$ cat config.mk
export PLATFORM = sky130hd
export DESIGN_NAME = instrument_tm_packet_builder
export DESIGN_NICKNAME = d
export VERILOG_FILES = /design/src/tm_pkg.sv /design/src/period_if.sv /design/src/instrument_tm_packet_builder.sv /design/src/period_timer.sv
export VERILOG_INCLUDE_DIRS = /design/src /design/src/src
export SDC_FILE = /design/constraint.sdc
export NUM_CORES = 1
export LEC_CHECK = 0
export BUFFER_PORTS_ARGS = -buffer_cell sky130_fd_sc_hd__buf_2
export CORE_ASPECT_RATIO = 0.8
export CORE_MARGIN = 2
export CORE_UTILIZATION = 40
export CTS_CLUSTER_SIZE = 40
export DETAILED_ROUTE_END_ITERATION = 10
export GPL_TIMING_DRIVEN = 0
export PLACE_DENSITY = 0.54
export SLEW_MARGIN = 30
export SYNTH_ARGS = -nofsm -noshare
export SYNTH_HDL_FRONTEND = slang
export SYNTH_SLANG_ARGS = --single-unit
$ cat constraint.sdc
create_clock -name sys_clk -period 4.4 [get_ports sys_clk]
set_input_delay 0.22 -clock sys_clk [delete_from_list [all_inputs] [get_ports sys_clk]]
set_output_delay 0.22 -clock sys_clk [all_outputs]
set_load 0.005 [all_outputs]
$ cat src/tm_consts.svh
// Named constants for the instrument telemetry packet builder
`ifndef TM_CONSTS_SVH
`define TM_CONSTS_SVH

`define NUM_PKT 7

// Packet layout: 6 header bytes, then 10 data field header bytes
`define PKT_HDR_LEN 13'h0006
`define DATA_START 13'h0010
`define B_PID 4'h0
`define B_CAT 4'h1
`define B_LEN_HI 4'h2
`define B_LEN_LO 4'h3
`define B_SEQ_HI 4'h4
`define B_SEQ_LO 4'h5
`define B_SVC 4'h6
`define B_SUB 4'h7
`define B_SID 4'h8

// Header field values
`define PID_PROBE 8'h57
`define PID_MAGN 8'h58
`define CAT_PRIVATE 8'h0c
`define CAT_HK 8'h04
`define SVC_SCI 8'h14
`define SVC_HK 8'h03
`define SUB_PROBE_SCI 8'h03
`define SUB_MAGN_SCI 8'h02
`define SUB_HK 8'h19
`define SID_MIN 8'h01
`define SID_NORM 8'h02
`define SID_BURST 8'h03
`define SID_HK 8'h01

// Data field length values (payload bytes plus 10)
`define LEN_PROBE_MIN 16'h001c
`define LEN_PROBE_NORM 16'h00d0
`define LEN_PROBE_BURST 16'h04ba
`define LEN_PROBE_HK 16'h001a
`define LEN_MAGN_MIN 16'h0028
`define LEN_MAGN_NORM 16'h00d0
`define LEN_MAGN_BURST 16'h1008

// Whole packet byte counts (length value plus 6)
`define TOT_PROBE_MIN 13'h0022
`define TOT_PROBE_NORM 13'h00d6
`define TOT_PROBE_BURST 13'h04c0
`define TOT_PROBE_HK 13'h0020
`define TOT_MAGN_MIN 13'h002e
`define TOT_MAGN_NORM 13'h00d6
`define TOT_MAGN_BURST 13'h100e

// Generation periods in seconds
`define PERIOD_STD_S 9'h020
`define PERIOD_LONG_S 9'h100

// Timing: one second in clock cycles at 50 MHz
`define SEC_NS 1000000000
`define CLK_PERIOD_NS 20
`define CYC_PER_SEC (`SEC_NS / `CLK_PERIOD_NS)

// Housekeeping payload offsets within the 16-byte image
`define HK_LAST_BYTE 4'hf
`define HK_IDENT_DEFAULT 16'h0a5a

`endif

$ cat src/tm_pkg.sv
// Types shared by the telemetry packet builder
package tm_pkg;
`include "tm_consts.svh"

   typedef enum logic [2:0] {
      PKT_PROBE_MIN,
      PKT_PROBE_NORM,
      PKT_PROBE_BURST,
      PKT_PROBE_HK,
      PKT_MAGN_MIN,
      PKT_MAGN_NORM,
      PKT_MAGN_BURST
   } pkt_t;

   typedef enum logic [1:0] {
      ST_IDLE,
      ST_SEND,
      ST_DRAIN
   } state_t;

   typedef struct packed {
      logic [7:0] pid;
      logic [7:0] cat;
      logic [7:0] svc;
      logic [7:0] sub;
      logic [7:0] sid;
      logic [15:0] len;
      logic [12:0] total;
      logic [8:0] period;
   } desc_t;

endpackage : tm_pkg

$ cat src/period_if.sv
// Link between the builder and one generation period timer
`timescale 1ns/10ps
interface period_if;
   logic enable;
   logic [8:0] periodSec;
   logic due;
   modport ctl (output enable, output periodSec, input due);
   modport tmr (input enable, input periodSec, output due);
endinterface : period_if

$ cat src/instrument_tm_packet_builder.sv
// Telemetry packet builder for the probe and magnetometer instruments
`timescale 1ns/10ps
`include "tm_consts.svh"
module instrument_tm_packet_builder #(
   parameter int unsigned CYCLES_PER_SEC = `CYC_PER_SEC,
   parameter logic [15:0] HK_IDENT = `HK_IDENT_DEFAULT
) (
   // Clock, reset, clock enable
   input wire logic sys_clk,
   input wire logic resetn,
   input wire logic clkEn,
   // Per-type generation enables, indexed by tm_pkg::pkt_t
   input wire logic [6:0] genEnable,
   // Housekeeping records and temperature
   input wire logic [47:0] hkRec1,
   input wire logic hkRec1Valid,
   input wire logic [47:0] hkRec2,
   input wire logic hkRec2Valid,
   input wire logic [15:0] tempValue,
   // Science payload fetch
   output logic payActive,
   output tm_pkg::pkt_t payType,
   output logic [12:0] payIndex,
   input wire logic [7:0] payData,
   // Packet byte stream to the interface unit
   output logic [7:0] txData,
   output logic txValid,
   output logic txLast,
   input wire logic txReady,
   // Status
   output logic hkIncomplete
);
   import tm_pkg::*;

   function automatic desc_t descOf(input pkt_t t);
      desc_t d;
      d.pid = `PID_PROBE;
      d.cat = `CAT_PRIVATE;
      d.svc = `SVC_SCI;
      d.sub = `SUB_PROBE_SCI;
      d.sid = `SID_MIN;
      d.len = `LEN_PROBE_MIN;
      d.total = `TOT_PROBE_MIN;
      d.period = `PERIOD_STD_S;
      unique case (t)
         PKT_PROBE_MIN: begin
            d.sid = `SID_MIN;
         end
         PKT_PROBE_NORM: begin
            d.sid = `SID_NORM;
            d.len = `LEN_PROBE_NORM;
            d.total = `TOT_PROBE_NORM;
         end
         PKT_PROBE_BURST: begin
            d.sid = `SID_BURST;
            d.len = `LEN_PROBE_BURST;
            d.total = `TOT_PROBE_BURST;
         end
         PKT_PROBE_HK: begin
            d.cat = `CAT_HK;
            d.svc = `SVC_HK;
            d.sub = `SUB_HK;
            d.sid = `SID_HK;
            d.len = `LEN_PROBE_HK;
            d.total = `TOT_PROBE_HK;
         end
         PKT_MAGN_MIN: begin
            d.pid = `PID_MAGN;
            d.sub = `SUB_MAGN_SCI;
            d.len = `LEN_MAGN_MIN;
            d.total = `TOT_MAGN_MIN;
            d.period = `PERIOD_LONG_S;
         end
         PKT_MAGN_NORM: begin
            d.pid = `PID_MAGN;
            d.sub = `SUB_MAGN_SCI;
            d.sid = `SID_NORM;
            d.len = `LEN_MAGN_NORM;
            d.total = `TOT_MAGN_NORM;
         end
         PKT_MAGN_BURST: begin
            d.pid = `PID_MAGN;
            d.sub = `SUB_MAGN_SCI;
            d.sid = `SID_BURST;
            d.len = `LEN_MAGN_BURST;
            d.total = `TOT_MAGN_BURST;
         end
         default: begin
            d.pid = `PID_PROBE;
         end
      endcase
      return d;
   endfunction : descOf

   // Period timers, one per packet type
   logic [6:0] dueVec;
   genvar gi;
   generate
      for (gi = 0; gi < `NUM_PKT; gi++) begin : g_timer
         period_if pIf ();
         assign pIf.enable = genEnable[gi];
         assign pIf.periodSec = descOf(pkt_t'(gi)).period;
         assign dueVec[gi] = pIf.due;
         period_timer #(
            .CYCLES_PER_SEC(CYCLES_PER_SEC)
         ) u_timer (
            .sys_clk(sys_clk),
            .resetn(resetn),
            .clkEn(clkEn),
            .pi(pIf.tmr)
         );
      end
   endgenerate

   // Housekeeping record latches
   logic [47:0] hk1;
   logic [47:0] next_hk1;
   logic [47:0] hk2;
   logic [47:0] next_hk2;
   logic have1;
   logic next_have1;
   logic have2;
   logic next_have2;
   logic [6:0] launch;

   always_comb begin
      next_hk1 = hkRec1Valid ? hkRec1 : hk1;
      next_hk2 = hkRec2Valid ? hkRec2 : hk2;
      // A record arriving on the launch cycle counts for the next period
      next_have1 = hkRec1Valid | (have1 & ~launch[PKT_PROBE_HK]);
      next_have2 = hkRec2Valid | (have2 & ~launch[PKT_PROBE_HK]);
   end

   always_ff @(posedge sys_clk) begin
      if (!resetn) begin
         hk1 <= 48'h0000_0000_0000;
         hk2 <= 48'h0000_0000_0000;
         have1 <= 1'b0;
         have2 <= 1'b0;
      end else if (clkEn) begin
         hk1 <= next_hk1;
         hk2 <= next_hk2;
         have1 <= next_have1;
         have2 <= next_have2;
      end
   end

   // Pending requests: a due tick wins over the launch that clears it
   logic [6:0] pending;
   logic [6:0] next_pending;

   always_comb begin
      next_pending = genEnable & (dueVec | (pending & ~launch));
   end

   always_ff @(posedge sys_clk) begin
      if (!resetn) begin
         pending <= 7'h00;
      end else if (clkEn) begin
         pending <= next_pending;
      end
   end

   // Framer
   state_t state;
   state_t next_state;
   pkt_t curType;
   pkt_t next_curType;
   logic [12:0] byteIdx;
   logic [12:0] next_byteIdx;
   logic [15:0] seqCnt;
   logic [15:0] next_seqCnt;
   logic [7:0] next_txData;
   logic next_txValid;
   logic next_txLast;
   logic next_payActive;
   pkt_t next_payType;
   logic [12:0] next_payIndex;
   logic next_hkIncomplete;
   logic slotFree;
   desc_t cur;
   logic [127:0] hkImage;
   logic [3:0] hkSel;
   logic [7:0] curByte;

   assign slotFree = !txValid || txReady;
   assign cur = descOf(curType);
   assign hkImage = {hk1, hk2, tempValue, HK_IDENT};
   assign hkSel = 4'(byteIdx - `DATA_START);

   always_comb begin
      curByte = 8'h00;
      if (byteIdx >= `DATA_START) begin
         if (curType == PKT_PROBE_HK) begin
            curByte = hkImage[{`HK_LAST_BYTE - hkSel, 3'b000} +: 8];
         end else begin
            curByte = payData;
         end
      end else begin
         unique case (byteIdx[3:0])
            `B_PID: curByte = cur.pid;
            `B_CAT: curByte = cur.cat;
            `B_LEN_HI: curByte = cur.len[15:8];
            `B_LEN_LO: curByte = cur.len[7:0];
            `B_SEQ_HI: curByte = seqCnt[15:8];
            `B_SEQ_LO: curByte = seqCnt[7:0];
            `B_SVC: curByte = cur.svc;
            `B_SUB: curByte = cur.sub;
            `B_SID: curByte = cur.sid;
            default: curByte = 8'h00;
         endcase
      end
   end

   always_comb begin
      next_state = state;
      next_curType = curType;
      next_byteIdx = byteIdx;
      next_seqCnt = seqCnt;
      next_txData = txData;
      next_txValid = txValid;
      next_txLast = txLast;
      next_payActive = payActive;
      next_payType = payType;
      next_payIndex = payIndex;
      next_hkIncomplete = hkIncomplete;
      launch = 7'h00;
      unique case (state)
         ST_IDLE: begin
            // Lowest index wins; a type disabled this cycle is not started
            for (int i = `NUM_PKT - 1; i >= 0; i--) begin
               if (pending[i] && genEnable[i]) begin
                  next_curType = pkt_t'(i);
               end
            end
            if ((pending & genEnable) != 7'h00) begin
               launch[next_curType] = 1'b1;
               next_state = ST_SEND;
               next_byteIdx = 13'h0000;
               next_payType = next_curType;
               if (next_curType == PKT_PROBE_HK) begin
                  next_hkIncomplete = !(have1 && have2);
               end
            end
         end
         ST_SEND: begin
            if (slotFree) begin
               next_txData = curByte;
               next_txValid = 1'b1;
               next_txLast = (byteIdx == cur.total - 13'h0001);
               if (next_txLast) begin
                  next_state = ST_DRAIN;
                  next_payActive = 1'b0;
                  next_seqCnt = seqCnt + 16'h0001;
               end else begin
                  next_byteIdx = byteIdx + 13'h0001;
                  // Fetch index leads so payData matches the next load
                  next_payActive = (next_byteIdx >= `DATA_START) &&
                     (curType != PKT_PROBE_HK);
                  next_payIndex = next_byteIdx - `DATA_START;
               end
            end
         end
         ST_DRAIN: begin
            if (txReady) begin
               next_txValid = 1'b0;
               next_txLast = 1'b0;
               next_state = ST_IDLE;
            end
         end
      endcase
   end

   always_ff @(posedge sys_clk) begin
      if (!resetn) begin
         state <= ST_IDLE;
         curType <= PKT_PROBE_MIN;
         byteIdx <= 13'h0000;
         seqCnt <= 16'h0000;
         txData <= 8'h00;
         txValid <= 1'b0;
         txLast <= 1'b0;
         payActive <= 1'b0;
         payType <= PKT_PROBE_MIN;
         payIndex <= 13'h0000;
         hkIncomplete <= 1'b0;
      end else if (clkEn) begin
         state <= next_state;
         curType <= next_curType;
         byteIdx <= next_byteIdx;
         seqCnt <= next_seqCnt;
         txData <= next_txData;
         txValid <= next_txValid;
         txLast <= next_txLast;
         payActive <= next_payActive;
         payType <= next_payType;
         payIndex <= next_payIndex;
         hkIncomplete <= next_hkIncomplete;
      end
   end
endmodule : instrument_tm_packet_builder

$ cat src/period_timer.sv
// Per-type generation period timer with restart on enable
`timescale 1ns/10ps
`include "tm_consts.svh"
module period_timer #(
   parameter int unsigned CYCLES_PER_SEC = `CYC_PER_SEC
) (
   // Clock and control
   input wire logic sys_clk,
   input wire logic resetn,
   input wire logic clkEn,
   // Builder side
   period_if.tmr pi
);
   logic [31:0] cycCnt;
   logic [31:0] next_cycCnt;
   logic [8:0] secCnt;
   logic [8:0] next_secCnt;
   logic due;
   logic next_due;
   logic [31:0] cycLast;

   assign cycLast = 32'(CYCLES_PER_SEC - 1);

   always_comb begin
      next_cycCnt = cycCnt;
      next_secCnt = secCnt;
      next_due = 1'b0;
      // Counters sit at zero while disabled, so a new enable restarts them
      if (!pi.enable) begin
         next_cycCnt = 32'h0000_0000;
         next_secCnt = 9'h000;
      end else if (cycCnt == cycLast) begin
         next_cycCnt = 32'h0000_0000;
         if (secCnt == pi.periodSec - 9'h001) begin
            next_secCnt = 9'h000;
            next_due = 1'b1;
         end else begin
            next_secCnt = secCnt + 9'h001;
         end
      end else begin
         next_cycCnt = cycCnt + 32'h0000_0001;
      end
   end

   always_ff @(posedge sys_clk) begin
      if (!resetn) begin
         cycCnt <= 32'h0000_0000;
         secCnt <= 9'h000;
         due <= 1'b0;
      end else if (clkEn) begin
         cycCnt <= next_cycCnt;
         secCnt <= next_secCnt;
         due <= next_due;
      end
   end

   assign pi.due = due;
endmodule : period_timer

==> summary by stage, run 1 <==
Placed design
The placed wire-length estimate is 55.0 mm. The instance area at placement is 24400 sq um. During placement, the flow inserted port buffers numbering 157. The weighted congestion at the end of routability-driven global placement is 0.947. After detailed placement, the design holds a cell count of 3727.

Synth
Of all flip-flops after synthesis, the portion carrying an async set or reset was 0. The most used flip-flop cell after synthesis is sky130_fd_sc_hd__dfxtp_1. The post-synthesis net count is 2983.

The average instance in the mapped netlist occupies 8.03 sq um. The number of unique standard cell types used by synthesis is 81. The number of synthesis warnings is 0. The synthesized area is 22600 sq um. The post-synthesis register bit count is 461. The post-synthesis sequential area ratio is 0.408.

The number of enable-type register cells in the synthesized netlist is 0. The number of instances in the synthesized netlist is 2820.

Detailed routing
The total iterations of the first detailed-routing run is 6. The via total after detailed routing is 22300. Dividing the detail-routed wire length by the instance count gives 19.5 microns.

After detailed routing, the number of remaining DRC violations is 0. The detail route stage leaves a number of antenna-violating nets equal to 0. The vias per cell is 5.67. For this block, the initial DRC count from the detailed router was 1708. The routed design has 76.5 mm of wire.

Hold path
The worst hold path startpoint is genEnable[5]. The number of stages on the worst hold path is 3. For hold timing, the worst endpoint is pending[5]. The class of the tightest hold or removal check is input pin to flop.

Power and ir drop
The internal cell power is 7030 uW. The leakage power figure is 0.00960 uW. Of the total power, the share spent switching nets is 0.241. The combinational fraction of design power is 0.059. The worst-case IR drop observed on VDD is 0.288 mV. The share of power burned in the clock network is 0.481.

The total power divided by cell area is 341 nW/um^2. The switching power of the nets is 2230 uW. The sequential power share is 0.460.

GRT
The via count of the first global-routing pass came to 21300. For this run, the total global-route usage over all layers was measured as 0.254. Entering global routing, the biggest net connects 20 pins. The initial antenna violation count was 5. After global routing the overflow that remains totals 0.

The first global-routing pass estimated 119 mm of wire.

Die
The floorplan step set the die height to 217 microns. The floorplan has 77 rows. The starting utilization of the core area is 0.407. The die is 270 microns wide.

The placeable core region is 55600 sq um. The floorplan step defined a die boundary enclosing 58500 sq um. The boundary pin count is 161.

Clocking
Clock tree synthesis found a total of 461 sinks. The TritonCTS buffer count is 50. The clock passes through at most 3 buffers. In this run the clock root is driven by a sky130_fd_sc_hd__clkbuf_16.

Post-CTS timing repair inserted 0 buffers for setup. In this run the number of H-tree levels came out at 2. The insertion delay to the later sink of the worst-skew pair is 0.61 ns. After clock tree synthesis, the clock-pin slew on the worst setup and hold paths is 0.06 ns. The CTS tree is built.

STA
The final-report hold violation count was 0. The final-report setup violation count is 0. The worst-case headroom to the max-slew limit is 0.318.

The total count of max-transition violations in the final report is 0. The setup TNS after final layout is 0 ns. The fraction of the cycle the final worst path needs is 0.928. For the pin with the worst max-slew slack, the measured transition is 1.02 ns. The timing-limited maximum frequency is 0.245 GHz. Setup repair after global routing left no endpoint under its margin. The minimum clock period after layout is 4.08 ns. For the final database, setup skew stands at 0.0267 ns.

Critical path
The worst setup path is captured at a flop. At the worst endpoint, the required time is 4.84 ns. The worst reg2reg path depth is 13. The worst endpoint data arrival time is 4.52 ns.

In this run the register-to-register setup slack is 0.32 ns. In this run the critical register-to-register path is captured at seqCnt[13]. The maximum fanout encountered on the critical timing path is 10.

The startpoint identified for the worst register-to-register timing path is curType[0]. The kind of critical path is flop to flop. The worst setup path is launched from a flop. The critical path starts at curType[0].

Cells and area
The flip-flop and latch area is 9230 sq um. The final layout contains 3294 nets. In the final layout, the multi-input gates occupy 12600 sq um. The filler cells instantiated in the layout total 5436. The ratio of cells with drive above 1 in the final layout is 0.103. In the layout the commonest cells are sky130_fd_sc_hd__dfxtp_1 (461), sky130_fd_sc_hd__nand2_1 (396), sky130_fd_sc_hd__nor2_1 (352), sky130_fd_sc_hd__a21oi_1 (231), sky130_fd_sc_hd__nand3_1 (171). Summing all non-filler instances in the final layout gives an area of 27200 sq um. Leaving out fill and tap cells, the most frequent cell in the layout is sky130_fd_sc_hd__dfxtp_1. The area growth from synthesis to layout is 19.9%. At the end of the flow the core is filled with cells to 0.488. The count of placed standard cells in the final layout, fillers left out is 3925.

Status
The run finished with clean final reports.

Flow run
Max-cap violations in this run came to 0.
[synth_stat cells (46+ instances only)]
cell	n	area, sq um
sky130_fd_sc_hd__and3_1	74	463
sky130_fd_sc_hd__dfxtp_1	461	9230
sky130_fd_sc_hd__xnor2_1	90	788
sky130_fd_sc_hd__nand4_1	88	551
sky130_fd_sc_hd__xor2_1	118	1030
sky130_fd_sc_hd__o21ai_0	125	626
sky130_fd_sc_hd__nor4_1	46	288
sky130_fd_sc_hd__nor2_1	352	1320
sky130_fd_sc_hd__clkbuf_1	129	484
sky130_fd_sc_hd__nand3_1	171	856
sky130_fd_sc_hd__a21oi_1	231	1160
sky130_fd_sc_hd__nand2_1	396	1490
[logic make-up after synthesis]
kind of cell / share of synthesized area
AO/OA/AOI/OAI: 0.128
XOR/XNOR: 0.0805
adder cells (fa/ha/maj): 0.0166
buffers and inverters: 0.0347
flip-flops: 0.408
multiplexers: 0.0363
AND/OR/NAND/NOR: 0.296
[state kept, by name (all words and copies together), names as in the netlist, 2 cells and up]
| signal | cells |
|---|---|
| g_timer.u_timer.cycCnt | 224 |
| hk1 | 48 |
| payType | 3 |
| seqCnt | 16 |
| payIndex | 13 |
| curType | 3 |
| state | 2 |
| g_timer.u_timer.secCnt | 63 |
| g_timer.u_timer.pi.due | 7 |
| pending | 7 |
| txData | 8 |
| byteIdx | 13 |
| hk2 | 48 |
[worst max-delay path: stages (launching register included)]
cell and delay [ns]:
sky130_fd_sc_hd__dfxtp_1 0.40, sky130_fd_sc_hd__buf_2 0.24, sky130_fd_sc_hd__inv_1 0.09, sky130_fd_sc_hd__ha_1 0.19, sky130_fd_sc_hd__buf_2 0.17, sky130_fd_sc_hd__or2_1 0.30, sky130_fd_sc_hd__nor2_4 0.17, sky130_fd_sc_hd__o32ai_1 0.11
sky130_fd_sc_hd__or4_1 0.56, sky130_fd_sc_hd__or3_4 0.45, sky130_fd_sc_hd__clkbuf_1 0.34, sky130_fd_sc_hd__clkbuf_1 0.42, sky130_fd_sc_hd__o31ai_1 0.35, sky130_fd_sc_hd__a21oi_1 0.11
[through the flow]
step / total power [uW] / setup slack [ns] / hold WS (ns)
2_1_floorplan: 4580 / 1.16 / 0.356
3_3_place_gp: 4810 / -0.944 / 0.441
5_1_grt: 9540 / 0.107 / 0.133
6_report: 9260 / 0.318 / 0.0776
4_1_cts: 9320 / 0.353 / 0.0529
3_5_place_dp: 4810 / -0.119 / 0.444
[metal layers]
layer  GRT usage  part of all wire  vias to the layer above  wire [microns]
li1            -                 -                    10600               -
met1       0.366              0.48                    10700           36400
met2       0.385              0.43                      796           32600
met3      0.0348             0.064                      180            4900
met4      0.0985             0.034                        0            2620
met5           0                 0                        -               0
[area by class of cell]
type,instances,share of cell area
antenna,2,0.000184
buffer,156,0.0226
clock buffer,74,0.0553
clock inverter,20,0.00866
inverter,46,0.00636
multi-input combinational,2156,0.465
sequential,461,0.340
tap,750,0.0346
timing repair buffer,260,0.0669
[worst max-delay path by stage]
stage | to | slack [ns] | cells past startpoint
floorplan | seqCnt[10] | 1.16 | 13
CTS | seqCnt[13] | 0.35 | 13
global placement | g_timer[4].u_timer.secCnt[1] | -0.94 | 8
finish | seqCnt[13] | 0.32 | 13
detailed placement | curType[1] | -0.12 | 8
global route | seqCnt[13] | 0.11 | 13
[power groups by stage]
stage	combinational [uW]	sequential, uW	clock [uW]
floorplan	238	4340	0
global placement	461	4350	0
detailed placement	465	4350	0
CTS	538	4260	4530
global route	588	4260	4690
finish	547	4260	4450
[timing repair]
action                     CTS  global route
hold buffers               103             0
hold endpoints to repair   104             0
setup endpoints to repair    1             0
resized for setup            0             0
No activity file was read; power rests on OpenSTA's default activity.
==> inputs of run 2 (changes only) <==
Clock period 4.4 ns to 4.8 ns, I/O delays scaled along.
==> summary by stage, run 2 (synthesized netlist as in run 1, its figures left out) <==
Clocking
CTS saw 461 sinks. The number of resized instances in the post-cts repair step is 0. The CTS root buffer is sky130_fd_sc_hd__clkbuf_16.

TritonCTS built the clock tree. The H-tree was split into 2 levels. The buffer depth of the longest clock path is 3. TritonCTS created 50 clock buffers.

Clock-pin slew was measured on the worst setup and hold paths at 0.06 ns. Clock latency on the worst-skew pair, taken at its later pin, is 0.61 ns.

STA
Between clock sinks in the finished design, the worst skew comes to 0.0276 ns. The worst-case headroom to the max-slew limit is 0.309. The final-report hold violation count is 0.

Setup violations remaining at the end of the flow were counted as 0. Setup repair after global routing left no endpoint under its margin. At the pin with the least slew margin, the transition time is 1.04 ns. For this run, the top clock speed supported by timing is 0.220 GHz. For the finished layout, the period the worst path requires is 4.55 ns. The fraction of the cycle the final worst path needs is 0.949. The worst slack on hold paths is 0.0266 ns.

The total count of max-transition violations in the final report came to 0.

Detailed routing
The detailed router finished its first iteration with 1769 violations. The total iterations of the first detailed-routing run is 7. The total wirelength of the detailed-routed design is 76.7 mm.

The post-route DRC violation count is 0. The detailed router placed 22300 vias in this run. The vias per cell is 5.68. Dividing the detail-routed wire length by the instance count gives 19.5 microns. The detail route stage leaves a number of antenna-violating nets equal to 0.

GRT
For this run, the total global-route usage over all layers was measured as 0.254. The via count of the first global-routing pass is 21200. The first-pass GRT wire length is 119 mm.

The total overflow left after global routing is 0. The pin count of the biggest net entering global routing is 15. The initial antenna violation count is 5.

Power and ir drop
VDD sags by at most 0.262 mV. The leakage power figure is 0.00960 uW. In this run the power density over the cells is 313 nW/um^2.

Critical path
On the worst path, the slowest cell contributes a delay of 0.67 ns. The critical path goes through clkbuf_1 -> buf_2 -> buf_1 -> buf_2 -> inv_1 -> ha_1 -> clkbuf_1 -> a222oi_1 -> a21boi_0 -> o22ai_1 -> a22oi_1 -> a21oi_1. STA classifies the critical path startpoint as a flop. The maximum fanout encountered on the critical timing path is 10. The worst endpoint data arrival time is 5.05 ns.

The startpoint of the lowest-slack register-to-register path is byteIdx[0]. Among cell families on the critical path, the largest total delay comes from buffers and inverters. The cell with the largest stage delay on the worst path is sky130_fd_sc_hd__buf_1. Together, buffers and inverters on the worst path number 6. At the worst endpoint, the required time is 5.30 ns. Tracing the worst setup path back leads to its startpoint at byteIdx[0].

STA classifies the critical path endpoint as a flop. The kind of critical path is flop to flop.

Cells and area
The number of fillers in the final layout is 5443. The area growth from synthesis to layout is 19.8%. At the end of the flow, the number of nets in the layout was 3293. In the layout the commonest cells are sky130_fd_sc_hd__dfxtp_1 (461), sky130_fd_sc_hd__nand2_1 (396), sky130_fd_sc_hd__nor2_1 (352), sky130_fd_sc_hd__a21oi_1 (231), sky130_fd_sc_hd__nand3_1 (171). Of the cells placed in the final design, the portion with a size suffix greater than 1 is 0.103. The largest registers in the layout are g_timer.u_timer.cycCnt (224), g_timer.u_timer.secCnt (63).

The finished layout cell area is 27100 sq um. The register with the most flip-flops is g_timer.u_timer.cycCnt. The library cell used most frequently in the layout, excluding fill and tap cells, is sky130_fd_sc_hd__dfxtp_1. The flip-flop count of the largest register after layout is 224.

Die
161 I/O pins were placed. The placeable core region is 55600 sq um. The die covers 58500 sq um. The die is 270 microns wide. In this run the core area contains 77 standard-cell rows. The starting utilization of the core area is 0.407. The vertical extent of the die is 217 microns.

Status
The run finished with clean final reports.

Flow run
The tool flagged a number of max-cap violations equal to 0.

Placed design
After legalization and detailed placement, the total HPWL measured 55.0 mm. In this run the cell area measured after placement is 24400 sq um. During placement, the flow inserted port buffers numbering 157. Routability-driven placement finished with a final weighted congestion of 0.947.

Hold path
The worst hold path begins at payData[1]. In this run the worst hold path is classified as input pin to flop.
run 2: timing repair:
item                                    in CTS  in global routing
endpoints found under the setup margin       0                  0
endpoints found under the hold margin      102                  0
hold buffers                               101                  0
setup buffers                                0                  0
run 2: routing by layer:
metal | vias to the layer above | global-route usage | share of wire
met4 | 0 | 0.0980 | 0.034
met2 | 803 | 0.385 | 0.43
li1 | 10600 | - | -
met1 | 10700 | 0.366 | 0.48
met3 | 186 | 0.0352 | 0.064
met5 | - | 0 | 0
run 2: power by group:
group          internal (uW)  total, uW  switching (uW)
Combinational            178        501             323
Clock                   2390       4080            1690
Sequential              3870       3900            29.8
run 2: metrics by stage:
| stage | power, uW | setup WS [ns] | std cells | util | setup TNS [ns] |
|---|---|---|---|---|---|
| 6_report | 8480 | 0.246 | 3924 | 0.488 | 0 |
| 5_1_grt | 8740 | 0.00808 | 3924 | 0.488 | 0 |
| 4_1_cts | 8540 | 0.371 | 3922 | 0.488 | 0 |
| 3_5_place_dp | 4410 | 0.261 | 3727 | 0.439 | 0 |
| 3_3_place_gp | 4410 | -0.564 | 3727 | 0.438 | -4.29 |
| 2_1_floorplan | 4190 | 1.56 | 2820 | - | 0 |
run 2: area by class of cell:
cell class,instances,area [sq um],share of cell area
antenna,2,5.00,0.000184
buffer,157,618,0.0228
clock buffer,74,1500,0.0554
clock inverter,20,235,0.00867
inverter,46,173,0.00636
multi-input combinational,2156,12600,0.466
sequential,461,9230,0.340
tap,750,938,0.0346
timing repair buffer,258,1800,0.0662
run 2: worst min-delay path, cell delays in order:
cell,delay (ns)
sky130_fd_sc_hd__buf_2,0.08
sky130_fd_sc_hd__nand2_1,0.04
sky130_fd_sc_hd__nand2_1,0.07
sky130_fd_sc_hd__a221oi_1,0.07
sky130_fd_sc_hd__nor2_1,0.09
run 2: worst paths after layout:
check	endpoint	slack, ns	depth (start not counted)
setup / recovery	txData[0]	0.25	12
hold reg to reg	hk1[17]	0.45	2
hold / removal	txData[1]	0.03	5
setup reg to reg	txData[0]	0.25	12
